### config.mk
export PLATFORM = sky130hd
export DESIGN_NAME = psram_host_ctrl
export DESIGN_NICKNAME = d
export VERILOG_FILES = /design/src/core/psram_wait_timer.v /design/src/core/psram_host_ctrl.v
export VERILOG_INCLUDE_DIRS = /design/src /design/src/core
export SDC_FILE = /design/constraint.sdc
export NUM_CORES = 1
export LEC_CHECK = 0
export ABC_AREA = 1
export ABC_CLOCK_PERIOD_IN_PS = 2500
export BUFFER_PORTS_ARGS = -buffer_cell sky130_fd_sc_hd__buf_2
export CAP_MARGIN = 20
export CORE_UTILIZATION = 35
export CTS_CLUSTER_DIAMETER = 40
export CTS_CLUSTER_SIZE = 8
export DETAILED_ROUTE_END_ITERATION = 16
export PLACE_DENSITY = 0.58
export SYNTH_ARGS = -nofsm -noshare
export SYNTH_HDL_FRONTEND = slang
export SYNTH_SLANG_ARGS = --single-unit
### constraint.sdc
create_clock -name i_clk -period 2.5 [get_ports i_clk]
set_clock_uncertainty 0.1 [all_clocks]
set_input_delay 0.5 -clock i_clk [delete_from_list [all_inputs] [get_ports i_clk]]
set_output_delay 0.5 -clock i_clk [all_outputs]
set_load 0.05 [all_outputs]
### src/core/psram_host_map.vh
// timing constants for the host-side pseudo-static ram access controller
// assumes a 20 MHz controller clock; counts are whole clock cycles
`ifndef PSRAM_HOST_MAP_VH
`define PSRAM_HOST_MAP_VH

`define CLK_PERIOD_NS     50
`define ADDR_W            20
`define DATA_W            16
// device figures in their own unit
`define T_RC_NS           80
`define T_CE_NS           60
`define T_OE_NS           35
`define T_AA_NS           60
`define T_CLOL_NS         25
`define T_OLAH_NS         45
`define T_WC_NS           80
`define T_AS_SUM_NS       60
`define T_WP_NS           45
`define T_WR_NS           20
`define T_OHCL_NS         10
`define T_CSP_NS          10
`define T_C2LP_NS         80
`define T_CHS_NS          10
`define T_CHH_US          350
`define T_CHOX_NS         10
// minimum figures rounded up to cycles, never below one
`define CYC_MIN(ns) ((((ns) + `CLK_PERIOD_NS - 1) / `CLK_PERIOD_NS) < 1 ? 1 : \
  (((ns) + `CLK_PERIOD_NS - 1) / `CLK_PERIOD_NS))
`define C_READ     `CYC_MIN(`T_RC_NS)
`define C_PAGE     `CYC_MIN(`T_AA_NS)
`define C_SETUP    `CYC_MIN(`T_CLOL_NS)
`define C_WP       `CYC_MIN(`T_AS_SUM_NS)
`define C_WR       `CYC_MIN(`T_WR_NS)
`define C_OHCL     `CYC_MIN(`T_OHCL_NS)
`define C_CSP      `CYC_MIN(`T_CSP_NS)
`define C_C2LP     `CYC_MIN(`T_C2LP_NS)
`define C_CHS      `CYC_MIN(`T_CHS_NS)
`define C_CHOX     `CYC_MIN(`T_CHOX_NS)
`define C_CHH_DEF  ((`T_CHH_US * 1000 + `CLK_PERIOD_NS - 1) / `CLK_PERIOD_NS)

`endif

### src/core/psram_wait_timer.v
// down-counting interval timer for the access sequencer
// assumes the caller loads a count and watches o_done each cycle
`timescale 1ns/1ps
module psram_wait_timer (
  input  wire        i_clk,    // controller clock
  input  wire        i_reset,  // synchronous, active high
  input  wire        i_load,   // load a new count
  input  wire [13:0] i_count,  // cycles to wait, at least one
  output reg         o_done    // high once the count has run out
);
  reg [13:0] cnt_q;  // remaining cycles

  // load, then count to zero; done is a flop so the caller sees it clean
  always @(posedge i_clk) begin
    if (i_reset) begin
      cnt_q  <= 14'h0000;
      o_done <= 1'b1;
    end else if (i_load) begin
      cnt_q  <= i_count - 14'h0001;
      o_done <= (i_count <= 14'h0001);
    end else if (cnt_q != 14'h0000) begin
      cnt_q  <= cnt_q - 14'h0001;
      o_done <= (cnt_q == 14'h0001);
    end else begin
      o_done <= 1'b1;
    end
  end
endmodule // psram_wait_timer

### src/core/psram_host_ctrl.v
// host controller driving a pseudo-static ram over its asynchronous pins
// assumes a 20 MHz clock, synchronous inputs, one request at a time
`timescale 1ns/1ps
`include "psram_host_map.vh"
module psram_host_ctrl #(
  parameter [13:0] CHH_CYC = `C_CHH_DEF  // select-high wait after wake
) (
  input  wire        i_clk,        // controller clock
  input  wire        i_reset,      // synchronous, active high
  input  wire        i_req,        // request pulse, taken when o_ready; only a wake is taken while asleep
  input  wire [1:0]  i_op,         // 0 read, 1 write, 2 sleep, 3 wake
  input  wire [19:0] i_addr,       // word address
  input  wire [15:0] i_wdata,      // write data
  input  wire [1:0]  i_be,         // byte enables, bit1 upper
  input  wire [3:0]  i_page_len,   // extra page words after first read
  input  wire [15:0] i_dq_in,      // data pins as seen by host
  output reg         o_ready,      // idle and able to take a request
  output reg         o_rvalid,     // one-cycle pulse with read data
  output reg  [15:0] o_rdata,      // read data
  output reg  [19:0] o_addr,       // address pins
  output reg         o_cs_n,       // primary_chip_select, low active
  output reg         o_sleep_n,    // sleep_control_pin, low is power-down
  output reg         o_oe_n,       // output enable, low active
  output reg         o_we_n,       // write enable, low active
  output reg         o_lb_n,       // lower_byte_lane, low active
  output reg         o_ub_n,       // upper_byte_lane, low active
  output reg  [15:0] o_dq_out,     // data driven on writes
  output reg         o_dq_oe       // high while host drives data
);
  localparam [3:0] S_IDLE  = 4'h0;  // waiting for a request
  localparam [3:0] S_RSET  = 4'h1;  // select low, output enable high
  localparam [3:0] S_RSTB  = 4'h2;  // output enable low, access running
  localparam [3:0] S_PAGE  = 4'h3;  // next page word, low bits moved
  localparam [3:0] S_RREC  = 4'h4;  // all high, standby recovery
  localparam [3:0] S_WSET  = 4'h5;  // select low, oe high, we high
  localparam [3:0] S_WSTB  = 4'h6;  // write enable low
  localparam [3:0] S_WREC  = 4'h7;  // strobes high, recovery
  localparam [3:0] S_SSET  = 4'h8;  // select high before sleep pin
  localparam [3:0] S_SLOW  = 4'h9;  // sleep pin held low
  localparam [3:0] S_ASLP  = 4'hA;  // asleep
  localparam [3:0] S_WAKE  = 4'hB;  // waking, select held high

  localparam [1:0] OP_RD = 2'h0;  // read
  localparam [1:0] OP_WR = 2'h1;  // write
  localparam [1:0] OP_SL = 2'h2;  // enter power-down
  localparam [1:0] OP_WK = 2'h3;  // leave power-down

  reg  [3:0]  st_q;       // sequencer state
  reg  [3:0]  left_q;     // page words still to fetch
  reg         ld;         // timer load
  reg  [13:0] ld_cnt;     // timer count
  wire        tdone;      // timer expired

  // cycle count of a minimum time, rounded up, at least one
  function [13:0] cyc;
    input integer ns;
    integer full;  // unclipped count; every figure fits fourteen bits
    begin
      full = `CYC_MIN(ns);
      cyc  = full[13:0];
    end
  endfunction

  psram_wait_timer u_timer (
    .i_clk   (i_clk),
    .i_reset (i_reset),
    .i_load  (ld),
    .i_count (ld_cnt),
    .o_done  (tdone)
  );

  // timer loads on every state entry except S_IDLE and S_ASLP; each phase has its own interval
  always @* begin
    ld     = 1'b0;
    ld_cnt = 14'h0001;
    case (st_q)
      S_IDLE: begin
        if (i_req && o_ready) begin
          ld = 1'b1;
          case (i_op)
            OP_RD: ld_cnt = cyc(`T_CLOL_NS);
            OP_WR: ld_cnt = cyc(`T_OHCL_NS);
            OP_SL: ld_cnt = cyc(`T_CSP_NS);
            default: ld_cnt = cyc(`T_CHS_NS);
          endcase
        end
      end
      S_RSET: begin
        if (tdone) begin
          ld     = 1'b1;
          ld_cnt = cyc(`T_RC_NS);
        end
      end
      S_RSTB, S_PAGE: begin
        if (tdone) begin
          ld     = 1'b1;
          ld_cnt = (left_q != 4'h0) ? cyc(`T_AA_NS) : cyc(`T_CHOX_NS);
        end
      end
      S_WSET: begin
        if (tdone) begin
          ld     = 1'b1;
          ld_cnt = cyc(`T_AS_SUM_NS);
        end
      end
      S_WSTB: begin
        if (tdone) begin
          ld     = 1'b1;
          ld_cnt = cyc(`T_WR_NS);
        end
      end
      S_SSET: begin
        if (tdone) begin
          ld     = 1'b1;
          ld_cnt = cyc(`T_C2LP_NS);
        end
      end
      S_ASLP: begin
        if (i_req && i_op == OP_WK) begin
          ld     = 1'b1;
          ld_cnt = cyc(`T_CHS_NS);
        end
      end
      S_SLOW: begin
        if (tdone) begin
          ld     = 1'b0;
          ld_cnt = 14'h0001;
        end
      end
      S_WAKE: begin
        ld     = 1'b0;
        ld_cnt = 14'h0001;
      end
      default: begin
        ld     = 1'b0;
        ld_cnt = 14'h0001;
      end
    endcase
  end

  reg        wake_hi_q;  // sleep pin already raised during wake-up
  reg [13:0] chh_q;      // cycles of select high left after wake

  // sequencer and pin drivers; every pin is a flop
  always @(posedge i_clk) begin
    if (i_reset) begin
      st_q      <= S_IDLE;
      left_q    <= 4'h0;
      wake_hi_q <= 1'b0;
      o_ready   <= 1'b1;
      o_rvalid  <= 1'b0;
      o_rdata   <= 16'h0000;
      o_addr    <= 20'h00000;
      o_cs_n    <= 1'b1;
      o_sleep_n <= 1'b1;
      o_oe_n    <= 1'b1;
      o_we_n    <= 1'b1;
      o_lb_n    <= 1'b1;
      o_ub_n    <= 1'b1;
      o_dq_out  <= 16'h0000;
      o_dq_oe   <= 1'b0;
    end else begin
      o_rvalid <= 1'b0;
      case (st_q)
        S_IDLE: begin
          if (i_req && o_ready) begin
            o_ready <= 1'b0;
            o_addr  <= i_addr;
            case (i_op)
              OP_RD: begin
                // select first, enable later: no device-side lengthening
                o_cs_n <= 1'b0;
                o_lb_n <= 1'b0;  // both lanes on reads
                o_ub_n <= 1'b0;
                left_q <= i_page_len;
                st_q   <= S_RSET;
              end
              OP_WR: begin
                // oe stays high across select fall so this is a write
                o_cs_n   <= 1'b0;
                o_lb_n   <= ~i_be[0];
                o_ub_n   <= ~i_be[1];
                o_dq_out <= i_wdata;
                o_dq_oe  <= 1'b1;
                st_q     <= S_WSET;
              end
              OP_SL: st_q <= S_SSET;  // select already high
              default: begin
                o_ready <= 1'b1;  // wake while awake: nothing to do
              end
            endcase
          end
        end
        S_RSET: begin
          if (tdone) begin
            o_oe_n <= 1'b0;
            st_q   <= S_RSTB;
          end
        end
        S_RSTB, S_PAGE: begin
          // first word sampled at a full read cycle, covering select and enable; page words at the page access time
          if (tdone) begin
            o_rdata  <= i_dq_in;
            o_rvalid <= 1'b1;
            if (left_q != 4'h0) begin
              // only the three low word bits move inside a page
              o_addr[2:0] <= o_addr[2:0] + 3'h1;
              left_q      <= left_q - 4'h1;
              st_q        <= S_PAGE;
            end else begin
              o_oe_n <= 1'b1;
              o_cs_n <= 1'b1;
              o_lb_n <= 1'b1;
              o_ub_n <= 1'b1;
              st_q   <= S_RREC;
            end
          end
        end
        S_RREC: begin
          if (tdone) begin
            o_ready <= 1'b1;
            st_q    <= S_IDLE;
          end
        end
        S_WSET: begin
          if (tdone) begin
            o_we_n <= 1'b0;
            st_q   <= S_WSTB;
          end
        end
        S_WSTB: begin
          // address and data stay until both strobes are high
          if (tdone) begin
            o_we_n <= 1'b1;
            o_cs_n <= 1'b1;
            st_q   <= S_WREC;
          end
        end
        S_WREC: begin
          // 60 + 20 ns rounds to three cycles, above the 80 ns write cycle
          if (tdone) begin
            o_dq_oe <= 1'b0;
            o_lb_n  <= 1'b1;
            o_ub_n  <= 1'b1;
            o_ready <= 1'b1;
            st_q    <= S_IDLE;
          end
        end
        S_SSET: begin
          if (tdone) begin
            o_sleep_n <= 1'b0;
            st_q      <= S_SLOW;
          end
        end
        S_SLOW: begin
          if (tdone) begin
            o_ready <= 1'b1;
            st_q    <= S_ASLP;
          end
        end
        S_ASLP: begin
          // only a wake request is accepted while asleep
          if (i_req && i_op == OP_WK) begin
            o_ready   <= 1'b0;
            wake_hi_q <= 1'b0;
            st_q      <= S_WAKE;
          end
        end
        S_WAKE: begin
          if (tdone && !wake_hi_q) begin
            o_sleep_n <= 1'b1;
            wake_hi_q <= 1'b1;
          end else if (wake_hi_q && chh_q == 14'h0000) begin
            // no access until select has stood high the full wake wait
            o_ready <= 1'b1;
            st_q    <= S_IDLE;
          end
        end
        default: st_q <= S_IDLE;
      endcase
    end
  end

  // long select-high wait reuses the timer width via a separate counter
  always @(posedge i_clk) begin
    if (i_reset) begin
      chh_q <= 14'h0000;
    end else if (st_q == S_WAKE && tdone && !wake_hi_q) begin
      chh_q <= CHH_CYC;
    end else if (chh_q != 14'h0000) begin
      chh_q <= chh_q - 14'h0001;
    end
  end
endmodule // psram_host_ctrl

# [Yosys cells after proc, flatten, opt, wreduce, memory -nomap -nowiden]
# Cells that the tools add are included.
[totals] regBits=99 latch_bits=0 ramBits=0 mem_bits_ro=0 output_inout_bits=61 wordCells=176 n_memories=0
[op_classes] n_addsub=5 n_mul=0 n_div=0 n_lt_le_gt_ge=1 n_eq_ne=36 shift=0 n_mux=64 n_bitwise=3 n_reduce_logical=47
[op_table] operator="2-to-1 mux 4 bit" count=15
[op_table] operator="case mux 4 bit (10 select lines)" count=1
[op_table] operator="2-to-1 mux 14 bit" count=2
[op_table] operator="nonzero test 14 bit" count=2
[op_table] operator="subtractor 14 x 1 -> 14 bit, second input constant" count=2
[op_table] operator="2-to-1 mux 13 bit" count=2
[op_table] operator="inequality test 2 x 1 -> 1 bit, second input constant" count=11
[op_table] operator="2-to-1 mux 1 bit" count=21
[op_table] operator="AND reduction 6 bit" count=3
[op_table] operator="== test 4 x 3 -> 1 bit, second input constant" count=4
[op_table] operator="== test 4 bit, second input constant" count=4
[op_table] operator="inequality test 2 bit, second input constant" count=8
[op_table] operator="nonzero test 2 bit" count=8
[op_table] operator="== test 14 x 1 -> 1 bit, second input constant" count=1
[op_table] operator="zero test 14 bit" count=1
[op_table] operator="case mux 1 bit (2 select lines)" count=7
[op_table] operator="2-to-1 mux 3 bit" count=4
[op_table] operator="case mux 1 bit (3 select lines)" count=4
[op_table] operator="case mux 4 bit (3 select lines)" count=1
[op_table] operator="AND reduction 12 bit" count=1
[op_table] operator="AND reduction 3 bit" count=4
[op_table] operator="AND reduction 4 bit" count=3
[op_table] operator="OR reduction 2 bit" count=5
[op_table] operator="OR reduction 3 bit" count=3
[op_table] operator="other kinds (25)" count=39

# [Longest topological paths before layout]
[depth] ltp_word=6 mapped_depth=12

# [Cells and area by module]
# Synthesis repeated with hierarchy kept, for this count alone.
[unflattened] cells_unflattened=774 area_unflattened_um2=5198.7
[by_module_without_submodules] module="psram_host_ctrl" instances=1 cells_per_inst=548 area_per_inst_um2=3867.5 seq_area_each_um2=1681.6
[by_module_without_submodules] module="psram_wait_timer" instances=1 cells_per_inst=226 area_per_inst_um2=1331.3 seq_area_each_um2=300.3

# [Worst setup path before layout]
# Ideal clock, no wire load.
[synth_path] path_type="reg2reg" from="reg left_q[0]" to="reg u_timer.cnt_q[10]" arrival_ns=1.624 t_required_ns=2.284 slack_ns=0.661 stages_incl_launch_ff=13 period_less_slack_ns=1.839 path_cell_list="dfxtp_1 > inv_1 > ha_1 > nand2_1 > nor2_1 > nor2_1 > o21ai_0 > inv_1 > ha_1 > nand2_4 > nand2_2 > nor2_1 > nor2_1"
[synth_between] elab_chain_cells=6
[synth_rtl] element="start: declaration" line="psram_host_ctrl.v:49" text="reg [3:0] left_q;"
[synth_rtl] element="start signal: assignment" line="psram_host_ctrl.v:175" text="left_q <= i_page_len;"
[synth_rtl] element="start signal: assignment" line="psram_host_ctrl.v:208" text="left_q <= left_q - 4'h1;"
[synth_rtl] element="nonzero test 4 bit" line="psram_host_ctrl.v:97" text="ld_cnt = (left_q != 4'h0) ? cyc(`T_AA_NS) : cyc(`T_CHOX_NS);"
[synth_rtl] element="2-to-1 mux 2 bit" line="psram_host_ctrl.v:97"
[synth_rtl] element="2-to-1 mux 2 bit" line="psram_host_ctrl.v:95" text="if (tdone) begin"
[synth_rtl] element="case mux 2 bit (2 select lines)" line="psram_host_ctrl.v:76" text="case (st_q)"
[synth_rtl] element="subtractor 2 x 1 -> 3 bit" line="psram_wait_timer.v:19" text="cnt_q <= i_count - 14'h0001;"
[synth_rtl] element="2-to-1 mux 14 bit" line="psram_wait_timer.v:18" text="end else if (i_load) begin"
[synth_rtl] element="end signal: assignment" line="psram_wait_timer.v:19"
[synth_rtl] element="end signal: assignment" line="psram_wait_timer.v:22" text="cnt_q <= cnt_q - 14'h0001;"
[synth_rtl] element="end: declaration" line="psram_wait_timer.v:11" text="reg [13:0] cnt_q;"
# No other way between the ends.
# A chain may end at the register's enable or synchronous reset.

# [Final worst setup path]
[layout_path] from="reg st_q[1]" to="reg u_timer.cnt_q[10]"
[layout_between] elab_chain_cells=5 word_cells_on_any_way=16 cone_classes="1 x add/sub; 7 x eq/ne; 3 x mux; 5 x reduce/logical"
[layout_rtl] element="start: declaration" line="psram_host_ctrl.v:48" text="reg [3:0] st_q;"
[layout_rtl] element="start signal: assignment" line="psram_host_ctrl.v:147" text="st_q <= S_IDLE;"
[layout_rtl] element="start signal: assignment" line="psram_host_ctrl.v:176" text="st_q <= S_RSET;"
[layout_rtl] element="start signal: assignment" line="psram_host_ctrl.v:185" text="st_q <= S_WSET;"
[layout_rtl] element="== test 4 bit (tied with other cells)" line="psram_host_ctrl.v:76"
[layout_rtl] element="OR reduction 3 bit (no line) / OR reduction 2 bit (equally long branches)"
[layout_rtl] element="case mux 2 bit (2 select lines)" line="psram_host_ctrl.v:76"
[layout_rtl] element="subtractor 2 x 1 -> 3 bit" line="psram_wait_timer.v:19"
[layout_rtl] element="2-to-1 mux 14 bit" line="psram_wait_timer.v:18"
# Several ways; a longest one is shown, not always the timed one.

==> metrics.txt <==
fin util=roughly 44%; die span in x=approximately 120 µm; drt wl/cell=about 12 µm; final worst-path cycle share=a little over four fifths; NumNets Final=897; Setup Buffers After CTS=0; Max Clock Freq=480.2 MHz; Routed Antenna Nets=0; Synth-to-Final Area Change=22.23%; Critical Path End Type=register; worst hold slack=between 0.2 and 0.3 ns; CTS clk-pin slew, worst paths=0.08 ns; die area=between 10000 and 15000 µm²; Hold Crit Depth=3; CTS resizes=0; net switching share of the total power=roughly 49%; #FFs+latches synth=99; power per cell area=about 1300 nW/µm²; largest net degree at the start of global routing=52; max-slew violation count=0; site row count=42; fraction of the yosys area taken by sequential cells=about two fifths; total power draw=7.981 mW; Initial Util=between 30% and 40%; Final Hold Viols=0; first-pass GRT wire length=just over 20 mm; Slew HR=between 70% and 80%; CTS root buffer=clkbuf_16; Tot GR Track Use=17.83%; xor/xnor share of the synthesized area=slightly below 2%; Ys Warns=0; Avg Cell Area, Syn=slightly below 7 µm²; # DRC=0; Max Root-Sink Buffers=2; routed wl met2=approximately 5.6 mm; required time of the worst setup path=approximately 2.6 ns; combinational family with the most area after synthesis=simple AND/OR/NAND/NOR gates; TritonRoute pass-1 iters=4; multiplexer share of the synthesized area=0%; cells on worst reg2reg path=10; endpoints failing setup=0; Setup TNS=0 ns; Synth Area in Simple Gates=between 30 and 40%; fraction of layout cells with a size suffix above 1=between 20 and 25%; Hold-fix buffers, CTS=0; Iter 0 DRT Violations=270; worst min path class=in -> reg; grt ovf=0; R2R Path End=u_timer.cnt_q[10]$_SDFFE_PP0P_; P_leak=roughly 3 nW; DP Worst Slack=a little over 0.4 ns; worst skew pair latency=about 0.34 ns; routed metal-1 wirelength=around 5.8 mm; gpl congestion=roughly 0.86; CP max stage cell=dfxtp_1; max layer used=met4; H-tree levels=3; TritonCTS Buffers=9; slowest cell delay on critical path=~0.52 ns; combinational power share=53.4%; Ant. Diodes=0; fin crit period=2.082 ns; CTS tree=built; HP Start=i_dq_in[9]; actual slew at the worst max-slew pin=0.4369 ns; CP cell instances=nor2_2 -> nand2_1 -> nand2_2 -> o21ai_0 -> inv_1 -> ha_1 -> nand2_4 -> nand2_2 -> nor2_1 -> nor2_1; Compound-Gate Fraction of Synth Area=roughly an eighth; initial antenna violation count=0; Die Span Y=around 120 µm; Unique masters post-synth=37; Hold EP=o_rdata[9]$_SDFFE_PP0P_; DP HPWL=~9.2 mm; final wirelength=approximately 12 mm; vias in the first global route=roughly 4400; clock tree sinks=just under 100; crit-path max FO=10; Synth Area in Adders=under 10%; syn nets=around 780; reg2reg start=st_q[1]$_SDFFE_PP0P_; clock share of power=around 17%; DR vias/cell=~4.6; core area=between 10000 and 15000 µm²; P_sw=3.943 mW; I/O pin count=around 120; met3 WL=around 740 µm; Reg power frac=29.9%; Startpoint Class=register; status=finished, final reports clean; IO Port Bufs=123; Internal=approximately 4.0 mW; flop-to-flop setup slack=~0.42 ns; Mapped Cells=between 700 and 800; worst vdd ir=637.2 µV; setup ws final=~0.42 ns; vias post-DR=approximately 4600; Post-Syn Area=approximately 4900 µm²; Max Cap Viol=0; unrepaired setup endpoints after global routing=no; Worst Path Arrival=approximately 2.2 ns; critical path class=reg -> reg
flip-flops by register name, indices dropped and copies added, names as in the netlist:
register,flops
o_rvalid,1
o_ready,1
o_sleep_n,1
chh_q,14
u_timer.cnt_q,14
left_q,4
o_we_n,1
o_dq_out,16
wake_hi_q,1
o_ub_n,1
o_cs_n,1
o_lb_n,1
st_q,4
u_timer.o_done,1
o_rdata,16
o_oe_n,1
o_addr,20
o_dq_oe,1
worst max-delay path by stage:
stage | startpoint | slack (ns) | to
2_1_floorplan | left_q[0]$_SDFFE_PP0P_ | 0.66 | u_timer.cnt_q[10]$_SDFFE_PP0P_
3_3_place_gp | st_q[3]$_SDFFE_PP0P_ | 0.42 | u_timer.cnt_q[10]$_SDFFE_PP0P_
3_5_place_dp | st_q[3]$_SDFFE_PP0P_ | 0.41 | u_timer.cnt_q[10]$_SDFFE_PP0P_
4_1_cts | st_q[3]$_SDFFE_PP0P_ | 0.40 | u_timer.cnt_q[10]$_SDFFE_PP0P_
5_1_grt | left_q[0]$_SDFFE_PP0P_ | 0.15 | u_timer.cnt_q[10]$_SDFFE_PP0P_
6_report | st_q[1]$_SDFFE_PP0P_ | 0.42 | u_timer.cnt_q[10]$_SDFFE_PP0P_
Yosys cell counts:
cell type / n / area share (%)
nor2_1: 187 / 14
nand2_1: 128 / 9.9
dfxtp_1: 99 / 41
o21ai_0: 70 / 7.2
inv_1: 42 / 3.2
nand3_1: 40 / 4.1
a21oi_1: 17 / 1.8
clkbuf_1: 15 / 1.2
ha_1: 14 / 3.6
nor3_1: 12 / 1.2
xor2_1: 8 / 1.4
nand2_2: 6 / 0.77
nand2_4: 6 / 1.4
nor2_4: 6 / 1.4
inv_2: 5 / 0.39
nor2_2: 5 / 0.64
nand3_2: 4 / 0.83
nand4_1: 4 / 0.52
o21ai_1: 4 / 0.41
or2_2: 4 / 0.52
xnor2_1: 3 / 0.54
a31oi_1: 2 / 0.26
buf_2: 2 / 0.21
buf_4: 2 / 0.31
o211ai_1: 2 / 0.31
o21a_1: 2 / 0.31
o21bai_1: 2 / 0.31
buf_6: 1 / 0.23
clkinv_2: 1 / 0.10
inv_4: 1 / 0.13
nand3b_1: 1 / 0.15
o211a_1: 1 / 0.21
o21ai_2: 1 / 0.18
o21ai_4: 1 / 0.34
o221a_2: 1 / 0.23
o22ai_1: 1 / 0.13
o31ai_1: 1 / 0.15
per-stage QoR:
stage               area, µm²  std cells
detailed placement       5644        985
global route             5929       1001
global placement         5644        985
floorplan                4851        701
finish                   5929       1001
CTS                      5929       1001
per-layer routing:
metal | track usage (%) | up-vias
met5 | 0 | -
met3 | 4.515 | 16
li1 | - | 2479
met2 | 29.34 | 121
met4 | 6.016 | 0
met1 | 22.61 | 2012
critical path, delay by kind of cell, from the launching register on:
| kind | cells | cell delay (ns) |
|---|---|---|
| AO/OA/AOI/OAI | 1 | 0.37 |
| adder cells (fa/ha/maj) | 1 | 0.22 |
| buffers and inverters | 1 | 0.08 |
| flip-flops | 1 | 0.52 |
| AND/OR/NAND/NOR | 7 | 0.68 |
cells in the final DEF (no fill, tap or decap), types with 2 or more instances in the layout:
master	count
a21oi_1	17
a31oi_1	2
buf_2	123
buf_4	4
clkbuf_16	9
clkinvlp_4	3
dfxtp_1	99
ha_1	14
inv_1	41
inv_2	5
inv_6	3
nand2_1	128
nand2_2	6
nand2_4	6
nand3_1	40
nand3_2	4
nand4_1	4
nor2_1	187
nor2_2	5
nor2_4	6
nor3_1	12
o211ai_1	2
o21a_1	2
o21ai_0	70
o21ai_1	4
o21bai_1	2
or2_2	4
xnor2_1	3
xor2_1	8
power groups by stage:
stage / clock network [mW] / registers (mW) / logic, mW
4_1_cts: 1.37 / 2.39 / 4.28
3_3_place_gp: 0 / 2.42 / 4.27
6_report: 1.33 / 2.39 / 4.26
5_1_grt: 1.44 / 2.45 / 4.82
3_5_place_dp: 0 / 2.41 / 4.26
2_1_floorplan: 0 / 3.14 / 2.64
layout make-up:
class                           count  area (µm²)
Multi-Input combinational cell    533        2589
Tap cell                          176       220.2
Clock buffer                        9       225.2
Sequential cell                    99        1982
Fill cell                        1426        7471
Inverter                           49       187.7
Timing Repair Buffer              128       665.6
Clock inverter                      7       60.06
logic make-up (layout without fill, tap and decap cells):
kind of cell / count (synthesis) / count (layout)
flip-flops: 99 / 99
buffers and inverters: 69 / 193
AO/OA/AOI/OAI: 105 / 105
XOR/XNOR: 11 / 11
adder cells (fa/ha/maj): 14 / 14
AND/OR/NAND/NOR: 403 / 403
(Power assumes the default switching activity.)
